<file path="src/rtl/bridge_pkg.sv">
// Constants shared by the host I/O to STD Bus bridge
// What this block does
// - Forward only host I/O cycles, never memory
// - Static select between 8-bit and 10-bit decode
// - 10-bit mode drives address bits 0..9
// - 8-bit mode forwards only 100h to 1FFh
// - Host read/write strobes make STD request strobes
// - Request held inactive during host DMA
// - No added waits; pass card wait to ready
// - One byte per cycle, bidirectional data path
// - Five host interrupt outputs, lines 3..7
// - Each output picks one of four STD requests
// - No cascade acknowledge address is generated
// - STD system reset follows host reset
package bridge_pkg;
    localparam int ADDR_W = 10;
    localparam int DATA_W = 8;
    localparam int IRQ_N = 5;
    localparam int SRC_SEL_W = 2;
    // Window for 8-bit decode: host bits 9:8 must read 01
    localparam logic [1:0] WIN8_HI = 2'h1;
    // Interrupt source encodings
    localparam logic [1:0] SRC_INTRQ = 2'h0;
    localparam logic [1:0] SRC_INTRQ1 = 2'h1;
    localparam logic [1:0] SRC_INTRQ2 = 2'h2;
    localparam logic [1:0] SRC_NMIRQ = 2'h3;
    // Cycle tracker states, each busy state one bit away from idle
    typedef enum logic [1:0] {
        ST_IDLE = 2'b00,
        ST_READ = 2'b01,
        ST_WRITE = 2'b10
    } cycle_state_t;
endpackage

</file>
<file path="src/rtl/host_std_bridge.sv">
// Host expansion-bus I/O cycles to STD Bus bridge top level
module host_std_bridge (
    input wire logic i_core_clk,
    input wire logic i_reset,
    // Host side
    input wire logic [bridge_pkg::ADDR_W-1:0] i_host_addr,
    input wire logic i_host_ior_n,
    input wire logic i_host_iow_n,
    input wire logic i_host_memr_n,
    input wire logic i_host_memw_n,
    input wire logic i_host_aen,
    input wire logic [bridge_pkg::DATA_W-1:0] i_host_data,
    output logic [bridge_pkg::DATA_W-1:0] o_host_data,
    output logic o_host_data_oe,
    output logic o_host_chrdy,
    output logic [bridge_pkg::IRQ_N-1:0] o_host_irq,
    // Static configuration
    input wire logic i_address_width_select,
    input wire logic [2*bridge_pkg::IRQ_N-1:0] i_irq_sel,
    // STD Bus side
    output logic [bridge_pkg::ADDR_W-1:0] o_std_addr,
    output logic o_std_iorq_n,
    output logic o_std_rd_n,
    output logic o_std_wr_n,
    output logic [bridge_pkg::DATA_W-1:0] o_std_data,
    output logic o_std_data_oe,
    input wire logic [bridge_pkg::DATA_W-1:0] i_std_data,
    input wire logic i_std_wait_n,
    input wire logic [3:0] i_std_req_n,
    output logic o_std_sysreset_n
);
    // Synchronised host strobes (first stage read only by second)
    logic [3:0] strb_s1;
    logic [3:0] strb_s2;
    // Synchronised card wait request, low asks for a wait
    logic wait_s1;
    logic wait_s2;
    // Synchronised decode width select
    logic cfg_s1;
    logic cfg_s2;
    // Synchronised host DMA flag
    logic dma_s1;
    logic dma_s2;
    // Synchronised host address; it is stable while a strobe is low, so it
    // settles no later than the strobes that qualify it
    logic [bridge_pkg::ADDR_W-1:0] addr_s1;
    logic [bridge_pkg::ADDR_W-1:0] addr_s2;
    // First stage of the host write byte; the STD data register is the second
    logic [bridge_pkg::DATA_W-1:0] hdata_s1;
    // First stage of the card read byte; the host data register is the second
    logic [bridge_pkg::DATA_W-1:0] sdata_s1;
    // Synchronised interrupt source selects
    logic [2*bridge_pkg::IRQ_N-1:0] sel_s1;
    logic [2*bridge_pkg::IRQ_N-1:0] sel_s2;
    // Cycle tracker state
    bridge_pkg::cycle_state_t state;
    bridge_pkg::cycle_state_t next_state;

    // Decoded strobe levels, active high
    wire ior = ~strb_s2[0];
    wire iow = ~strb_s2[1];
    wire mem = ~strb_s2[2] | ~strb_s2[3]; // Memory cycles never forwarded
    // Address window check on the synchronised address
    wire in_win8 = (addr_s2[9:8] == bridge_pkg::WIN8_HI);
    wire in_range = cfg_s2 ? 1'b1 : in_win8;
    // Accepted I/O cycle, blocked under DMA and memory cycles
    wire go = in_range & ~dma_s2 & ~mem;
    // Both strobes low at once is refused
    wire rd_go = go & ior & ~iow;
    wire wr_go = go & iow & ~ior;
    // Address as placed on the STD Bus: upper lines zero in 8-bit mode
    wire [bridge_pkg::ADDR_W-1:0] std_addr_sel = cfg_s2 ? addr_s2 : {2'h0, addr_s2[7:0]};
    // Data-path enables follow the tracked cycle, so they match the strobes
    wire next_host_oe = (next_state == bridge_pkg::ST_READ);
    wire next_std_oe = (next_state == bridge_pkg::ST_WRITE);

    // Synchronisers for the single-bit control pins
    always_ff @(posedge i_core_clk or posedge i_reset) begin
        if (i_reset) begin
            strb_s1 <= 4'hF;
            strb_s2 <= 4'hF;
            wait_s1 <= 1'b1;
            wait_s2 <= 1'b1;
            cfg_s1 <= 1'b0;
            cfg_s2 <= 1'b0;
            dma_s1 <= 1'b0;
            dma_s2 <= 1'b0;
        end else begin
            strb_s1 <= {i_host_memw_n, i_host_memr_n, i_host_iow_n, i_host_ior_n};
            strb_s2 <= strb_s1;
            wait_s1 <= i_std_wait_n;
            wait_s2 <= wait_s1;
            cfg_s1 <= i_address_width_select;
            cfg_s2 <= cfg_s1;
            dma_s1 <= i_host_aen;
            dma_s2 <= dma_s1;
        end
    end

    // Synchronisers for the address, data and select buses
    always_ff @(posedge i_core_clk or posedge i_reset) begin
        if (i_reset) begin
            addr_s1 <= 10'h000;
            addr_s2 <= 10'h000;
            hdata_s1 <= 8'h00;
            sdata_s1 <= 8'h00;
            sel_s1 <= 10'h000;
            sel_s2 <= 10'h000;
        end else begin
            addr_s1 <= i_host_addr;
            addr_s2 <= addr_s1;
            hdata_s1 <= i_host_data;
            sdata_s1 <= i_std_data;
            sel_s1 <= i_irq_sel;
            sel_s2 <= sel_s1;
        end
    end

    // Cycle tracker: idle, read or write
    always_comb begin
        case (state)
            bridge_pkg::ST_IDLE: begin
                if (rd_go) begin
                    next_state = bridge_pkg::ST_READ;
                end else if (wr_go) begin
                    next_state = bridge_pkg::ST_WRITE;
                end else begin
                    next_state = bridge_pkg::ST_IDLE;
                end
            end
            bridge_pkg::ST_READ: begin
                next_state = rd_go ? bridge_pkg::ST_READ : bridge_pkg::ST_IDLE;
            end
            bridge_pkg::ST_WRITE: begin
                next_state = wr_go ? bridge_pkg::ST_WRITE : bridge_pkg::ST_IDLE;
            end
            default: begin
                next_state = bridge_pkg::ST_IDLE;
            end
        endcase
    end

    // State register and STD strobes, registered, no added waits
    always_ff @(posedge i_core_clk or posedge i_reset) begin
        if (i_reset) begin
            state <= bridge_pkg::ST_IDLE;
            o_std_iorq_n <= 1'b1;
            o_std_rd_n <= 1'b1;
            o_std_wr_n <= 1'b1;
        end else begin
            state <= next_state;
            o_std_iorq_n <= (next_state == bridge_pkg::ST_IDLE);
            o_std_rd_n <= (next_state != bridge_pkg::ST_READ);
            o_std_wr_n <= (next_state != bridge_pkg::ST_WRITE);
        end
    end

    // Address and data path, one byte per cycle
    always_ff @(posedge i_core_clk or posedge i_reset) begin
        if (i_reset) begin
            o_std_addr <= 10'h000;
            o_std_data <= 8'h00;
            o_std_data_oe <= 1'b0;
            o_host_data <= 8'h00;
            o_host_data_oe <= 1'b0;
        end else begin
            // Full ten lines in 10-bit mode; A8/A9 carry zero otherwise
            if (rd_go | wr_go) begin
                o_std_addr <= std_addr_sel;
            end
            // Second stage of the byte synchronisers
            o_std_data <= hdata_s1;
            o_std_data_oe <= next_std_oe;
            o_host_data <= sdata_s1;
            o_host_data_oe <= next_host_oe;
        end
    end

    // Synchronised card wait drives host channel ready, registered, outside idle
    always_ff @(posedge i_core_clk or posedge i_reset) begin
        if (i_reset) begin
            o_host_chrdy <= 1'b1;
        end else begin
            o_host_chrdy <= wait_s2 | (state == bridge_pkg::ST_IDLE);
        end
    end

    // STD system reset follows the host reset level
    assign o_std_sysreset_n = ~i_reset;

    // Interrupt routing, one slice per host line 3..7
    genvar g;
    generate
        for (g = 0; g < bridge_pkg::IRQ_N; g++) begin : g_irq
            irq_route u_route (
                .i_core_clk(i_core_clk),
                .i_reset(i_reset),
                .i_std_req_n(i_std_req_n),
                .i_sel(sel_s2[2*g +: 2]),
                .o_irq(o_host_irq[g])
            );
        end
    endgenerate
    // Upper STD address lines only ever carry host address bits or zero, so no
    // cascade acknowledge code is ever placed on them

    // Assertions
    // Memory strobes never reach the STD Bus
    property p_no_mem;
        @(posedge i_core_clk) disable iff (i_reset) mem |=> o_std_iorq_n;
    endproperty
    a_no_mem: assert property (p_no_mem) else $error("Memory cycle reached STD bus");

    // Host DMA holds the request strobe inactive
    property p_dma_block;
        @(posedge i_core_clk) disable iff (i_reset) dma_s2 |=> o_std_iorq_n;
    endproperty
    a_dma_block: assert property (p_dma_block) else $error("Request during DMA");

    // Out-of-window addresses leave the STD Bus idle in 8-bit mode
    property p_win8;
        @(posedge i_core_clk) disable iff (i_reset)
            (!cfg_s2 && addr_s2[9:8] != bridge_pkg::WIN8_HI) |=> o_std_iorq_n;
    endproperty
    a_win8: assert property (p_win8) else $error("Out of window cycle forwarded");

    // All ten lines pass through in 10-bit mode
    property p_addr10;
        @(posedge i_core_clk) disable iff (i_reset)
            (cfg_s2 && (rd_go || wr_go)) |=> o_std_addr == $past(addr_s2);
    endproperty
    a_addr10: assert property (p_addr10) else $error("Address not passed");

    // Upper lines stay zero on cycles decoded in 8-bit mode
    property p_no_cascade;
        @(posedge i_core_clk) disable iff (i_reset)
            (!o_std_iorq_n && !$past(cfg_s2)) |-> o_std_addr[9:8] == 2'h0;
    endproperty
    a_no_cascade: assert property (p_no_cascade) else $error("Upper lines set");

    // Host read gives request and read strobes only
    property p_rd;
        @(posedge i_core_clk) disable iff (i_reset)
            rd_go |=> (!o_std_iorq_n && !o_std_rd_n && o_std_wr_n);
    endproperty
    a_rd: assert property (p_rd) else $error("Read strobes wrong");

    // Host write gives request and write strobes only
    property p_wr;
        @(posedge i_core_clk) disable iff (i_reset)
            wr_go |=> (!o_std_iorq_n && !o_std_wr_n && o_std_rd_n);
    endproperty
    a_wr: assert property (p_wr) else $error("Write strobes wrong");

    // Host data is driven only inside a forwarded read
    property p_rd_data;
        @(posedge i_core_clk) disable iff (i_reset)
            o_host_data_oe |-> (!o_std_rd_n && $past(rd_go));
    endproperty
    a_rd_data: assert property (p_rd_data) else $error("Host data driven off read");

    // A card wait during a cycle pulls channel ready low
    property p_wait;
        @(posedge i_core_clk) disable iff (i_reset)
            (!wait_s2 && state != bridge_pkg::ST_IDLE) |=> !o_host_chrdy;
    endproperty
    a_wait: assert property (p_wait) else $error("Wait not passed");

    // Written byte is the host byte two edges earlier
    property p_wr_data;
        @(posedge i_core_clk) disable iff (i_reset)
            o_std_data_oe |-> (o_std_data == $past(i_host_data, 2));
    endproperty
    a_wr_data: assert property (p_wr_data) else $error("Write byte wrong");

    // Without a card wait the bridge never holds the host
    property p_no_added_wait;
        @(posedge i_core_clk) disable iff (i_reset) wait_s2 |=> o_host_chrdy;
    endproperty
    a_no_added_wait: assert property (p_no_added_wait) else $error("Wait added");

    // Clashing read and write strobes are refused
    property p_both_refused;
        @(posedge i_core_clk) disable iff (i_reset) (ior && iow) |=> o_std_iorq_n;
    endproperty
    a_both_refused: assert property (p_both_refused) else $error("Clash forwarded");

    // The data path drives one direction at a time
    property p_one_direction;
        @(posedge i_core_clk) disable iff (i_reset) !(o_host_data_oe && o_std_data_oe);
    endproperty
    a_one_direction: assert property (p_one_direction) else $error("Both enables on");

    // Main scenarios: read, write, card wait, DMA block, memory block
    c_read: cover property (@(posedge i_core_clk) disable iff (i_reset) rd_go ##1 !rd_go);
    c_write: cover property (@(posedge i_core_clk) disable iff (i_reset) wr_go ##1 !wr_go);
    c_wait: cover property (@(posedge i_core_clk) disable iff (i_reset) !o_host_chrdy);
    c_dma: cover property (@(posedge i_core_clk) disable iff (i_reset) dma_s2 && ior);
    c_mem: cover property (@(posedge i_core_clk) disable iff (i_reset) mem && iow);
endmodule // host_std_bridge

</file>
<file path="src/rtl/irq_route.sv">
// One interrupt routing slice: picks one active-low STD request
module irq_route (
    input wire logic i_core_clk,
    input wire logic i_reset,
    input wire logic [3:0] i_std_req_n,
    input wire logic [1:0] i_sel,
    output logic o_irq
);
    logic [3:0] sync1; // First stage, read only by second
    logic [3:0] sync2; // Second stage
    wire [3:0] active = ~sync2; // Requests are active low
    wire picked = active[i_sel]; // Source selection

    // Two-stage synchroniser on the card requests
    always_ff @(posedge i_core_clk or posedge i_reset) begin
        if (i_reset) begin
            sync1 <= 4'hF;
            sync2 <= 4'hF;
        end else begin
            sync1 <= i_std_req_n;
            sync2 <= sync1;
        end
    end

    // Registered, active-high host interrupt level
    always_ff @(posedge i_core_clk or posedge i_reset) begin
        if (i_reset) begin
            o_irq <= 1'b0;
        end else begin
            o_irq <= picked;
        end
    end
endmodule // irq_route

</file>
<file path="config.mk">
export PLATFORM = sky130hd
export DESIGN_NAME = host_std_bridge
export DESIGN_NICKNAME = d
export VERILOG_FILES = /design/src/rtl/bridge_pkg.sv /design/src/rtl/host_std_bridge.sv /design/src/rtl/irq_route.sv
export SDC_FILE = /design/constraint.sdc
export NUM_CORES = 1
export LEC_CHECK = 0
export BUFFER_PORTS_ARGS = -buffer_cell sky130_fd_sc_hd__buf_2
export CORE_MARGIN = 3
export CORE_UTILIZATION = 37
export CTS_BUF_LIST = sky130_fd_sc_hd__clkbuf_2
export CTS_CLUSTER_SIZE = 8
export DETAILED_ROUTE_END_ITERATION = 16
export PLACE_DENSITY_LB_ADDON = 0.25
export SYNTH_ARGS = -nofsm -noshare
export SYNTH_HDL_FRONTEND = slang
export SYNTH_SLANG_ARGS = --single-unit
</file>
<file path="constraint.sdc">
create_clock -name i_core_clk -period 4.58 [get_ports i_core_clk]
set_input_delay 0.687 -clock i_core_clk [delete_from_list [all_inputs] [get_ports i_core_clk]]
set_output_delay 0.687 -clock i_core_clk [all_outputs]
set_load 0.02 [all_outputs]
</file>
==> results_dict.tcl <==
set metrics [dict create \
    setup_viol 0 \
    crit_start "i_reset" \
    met2_usage_pct 15.64 \
    ant_nets 0 \
    vias_per_cell 4.201 \
    grt.overflow.total 0 \
    relSlewSlack_pct 52.53 \
    cp_common_cell "buf_2" \
    endpoint "o_std_sysreset_n" \
    insertion_delay_ns 0.60 \
    min_path_type "input pin to async pin" \
    cts_resized 0 \
    place.detailed.hpwl_microns 3225 \
    io_buffer_count 86 \
    worstPathRequired_ns 3.89 \
    first_iter_violations 28 \
    drc 0 \
    path_depth 3 \
    preCtsSetupSlack_ns 2.249 \
    critPathSlowestCell "inv_4" \
    via_count 1609 \
    cts_buffers 17 \
    synth.cell_area_sq_mm 0.003371 \
    layout.cells.non_filler 383 \
    status "finished, final reports clean" \
    clock-sinks 117 \
    syn_area_per_cell_sq_um 21.07 \
    finalWorstSetupSlack_ns 2.309 \
    use_met1_pct 12.36 \
    hold_viol_final 0 \
    timing.rr.start "strb_s2[1]" \
    netlist_instances 160 \
    vdd_drop_max_uv 329.2 \
    use_met3_pct 7.989 \
    coreArea_sq_mm 0.008806 \
    critPathTopFamily "buffers and inverters" \
    routed_wl_microns 4867 \
    start_kind "input pin" \
    grt_max_degree 62 \
    period_minus_slack_ns 2.271 \
    nets 311 \
    postCtsSetupBuffers 0 \
    dieWidth_microns 101.4 \
    path_class "input pin to output port" \
    r2r_cells 3 \
    critPathMaxFanout 58 \
    reg2reg_slack_ns 3.14 \
    top_usage_layer "met2" \
    path_buf_inv 3 \
    final_common_cell "dfrtp_1" \
    cpPeakStageDelay_ns 0.47 \
    syn_to_final_growth_pct 23.72 \
    antenna_found_initial 0 \
    core.rowCount 34 \
    cts_buffer_depth 2 \
    start_util_pct 38.28 \
    n_antenna_cell 0 \
    wl_per_cell_microns 12.71 \
    rsz0062_at_grt "no" \
    p_leak_uw 0.001995 \
    slew_viol_final 0 \
    io_pins 87 \
    final.setup_skew_ns 0.02123 \
    fmax_mhz 440.3 \
    reg2reg_to "o_std_addr[3]" \
    cellPowerDensity_mw_per_mm2 472.0 \
    synth_seq_cells 117 \
    tns_ns 0 \
    place_congestion 0.6863 \
    placed_cells 350 \
    grt_pass1_wl_microns 8038 \
    finalPower_uw 1969 \
    path_clk_slew_ns 0.19 \
    die_y_microns 101.4 \
    fin_crit_sh_pct 49.59 \
    grt_use_total_pct 10.93 \
    synthesis.nets 209 \
    cp.arrival_ns 1.58 \
    cts_root_buffer "clkbuf_2" \
    firstDrtPassIters 3 \
    cts_tree "yes" \
    end_kind "output port" \
    placed_area_sq_mm 0.003909 \
    drive_gt1_share_pct 57.45 \
    fin_area_sq_mm 0.004170 \
    synth-seq-area-share_pct 87.68 \
    grt_pass1_vias 1696 \
    final_cell_mix "95 x dfrtp_1, 86 x buf_2, 22 x dfstp_2, 17 x clkbuf_2, 8 x mux2_2" \
    synth.distinct_cells 18 \
    cap_violations 0 \
    dieArea_sq_mm 0.01029 \
    path_cells "buf_2 > inv_4 > buf_2" \
    cts.htree.levels 4 \
    worstMarginPinSlew_ns 0.7120 \
    yosys_warnings 0 \
]
==> stage by stage <==
step	hold WS (ns)	util, %
6_report	0.1586	47.36
2_1_floorplan	0.3312	-
3_3_place_gp	0.3315	44.39
4_1_cts	0.05608	47.24
3_5_place_dp	0.3347	44.39
5_1_grt	0.0007819	47.36
==> where the power goes <==
| part | internal, uW | total (uW) | leakage (uW) | switching, uW |
|---|---|---|---|---|
| registers | 1110 | 1140 | 0.00135 | 26.1 |
| logic | 68.4 | 168 | 0.000503 | 99.4 |
| clock network | 262 | 664 | 0.000138 | 402 |
| total | 1440 | 1970 | 0.00200 | 527 |
==> kinds of logic after synthesis <==
| group | share of synthesized area [%] |
|---|---|
| buf+inv | 1.782 |
| flops | 87.68 |
| simple gates | 2.227 |
| compound gates | 1.819 |
| xor+xnor | 0.4827 |
| mux | 6.014 |
==> area by class of cell <==
class,instances,area [sq um]
clock inverter,15,166.4
inverter,6,25.02
timing repair buffer,88,447.9
sequential,117,2955
fill,786,4636
multi-input combinational,32,355.3
tap,108,135.1
clock buffer,17,85.08
==> registers in the layout, summed over array words and instances (netlist names), 2 cells and up <==
register and cells:
strb_s1 4, strb_s2 4, state 2, sel_s2 10, addr_s2 10, hdata_s1 8, o_std_data 8, o_std_addr 10
sel_s1 10, g_irq.u_route.sync1 4, o_host_data 8, sdata_s1 8, addr_s1 10, g_irq.u_route.o_irq 5, g_irq.u_route.sync2 4
==> synth_stat cells <==
| cell type | count | area, sq um |
|---|---|---|
| and3b_1 | 1 | 8.760 |
| o211ai_4 | 1 | 21.27 |
| and2_1 | 4 | 25.02 |
| mux4_2 | 5 | 112.6 |
| o21ai_0 | 1 | 5.000 |
| inv_1 | 6 | 22.52 |
| o21a_1 | 1 | 7.510 |
| nor2b_1 | 1 | 6.260 |
| mux2_2 | 8 | 90.09 |
| a21bo_2 | 2 | 20.02 |
| buf_4 | 5 | 37.54 |
| nand4_1 | 2 | 12.51 |
| dfrtp_1 | 95 | 2377 |
| nand2_1 | 2 | 7.510 |
| nor3b_1 | 2 | 15.01 |
| dfstp_2 | 22 | 578.1 |
| o21bai_1 | 1 | 7.510 |
| xor2_2 | 1 | 16.27 |
==> worst min-delay path by stage <==
| stage | end | slack [ns] | cells past startpoint |
|---|---|---|---|
| floorplan | addr_s2[0] | 0.33 | 0 |
| global placement | cfg_s2 | 0.33 | 0 |
| detailed placement | sel_s2[3] | 0.33 | 0 |
| CTS | wait_s1 | 0.06 | 1 |
| global route | strb_s1[1] | 0.0008 | 1 |
| finish | sdata_s1[7] | 0.16 | 2 |
==> layer usage <==
layer | vias up | wire (microns)
met5 | - | 0
met4 | 0 | 69
li1 | 729 | -
met1 | 800 | 1893
met3 | 8 | 505
met2 | 72 | 2399
==> what timing repair did <==
item	4_1_cts	5_1_grt
hold endpoints to repair	0	1
hold buffers	0	1
endpoints found under the setup margin	0	0
Note: power is estimated with default switching activity, not from simulation.
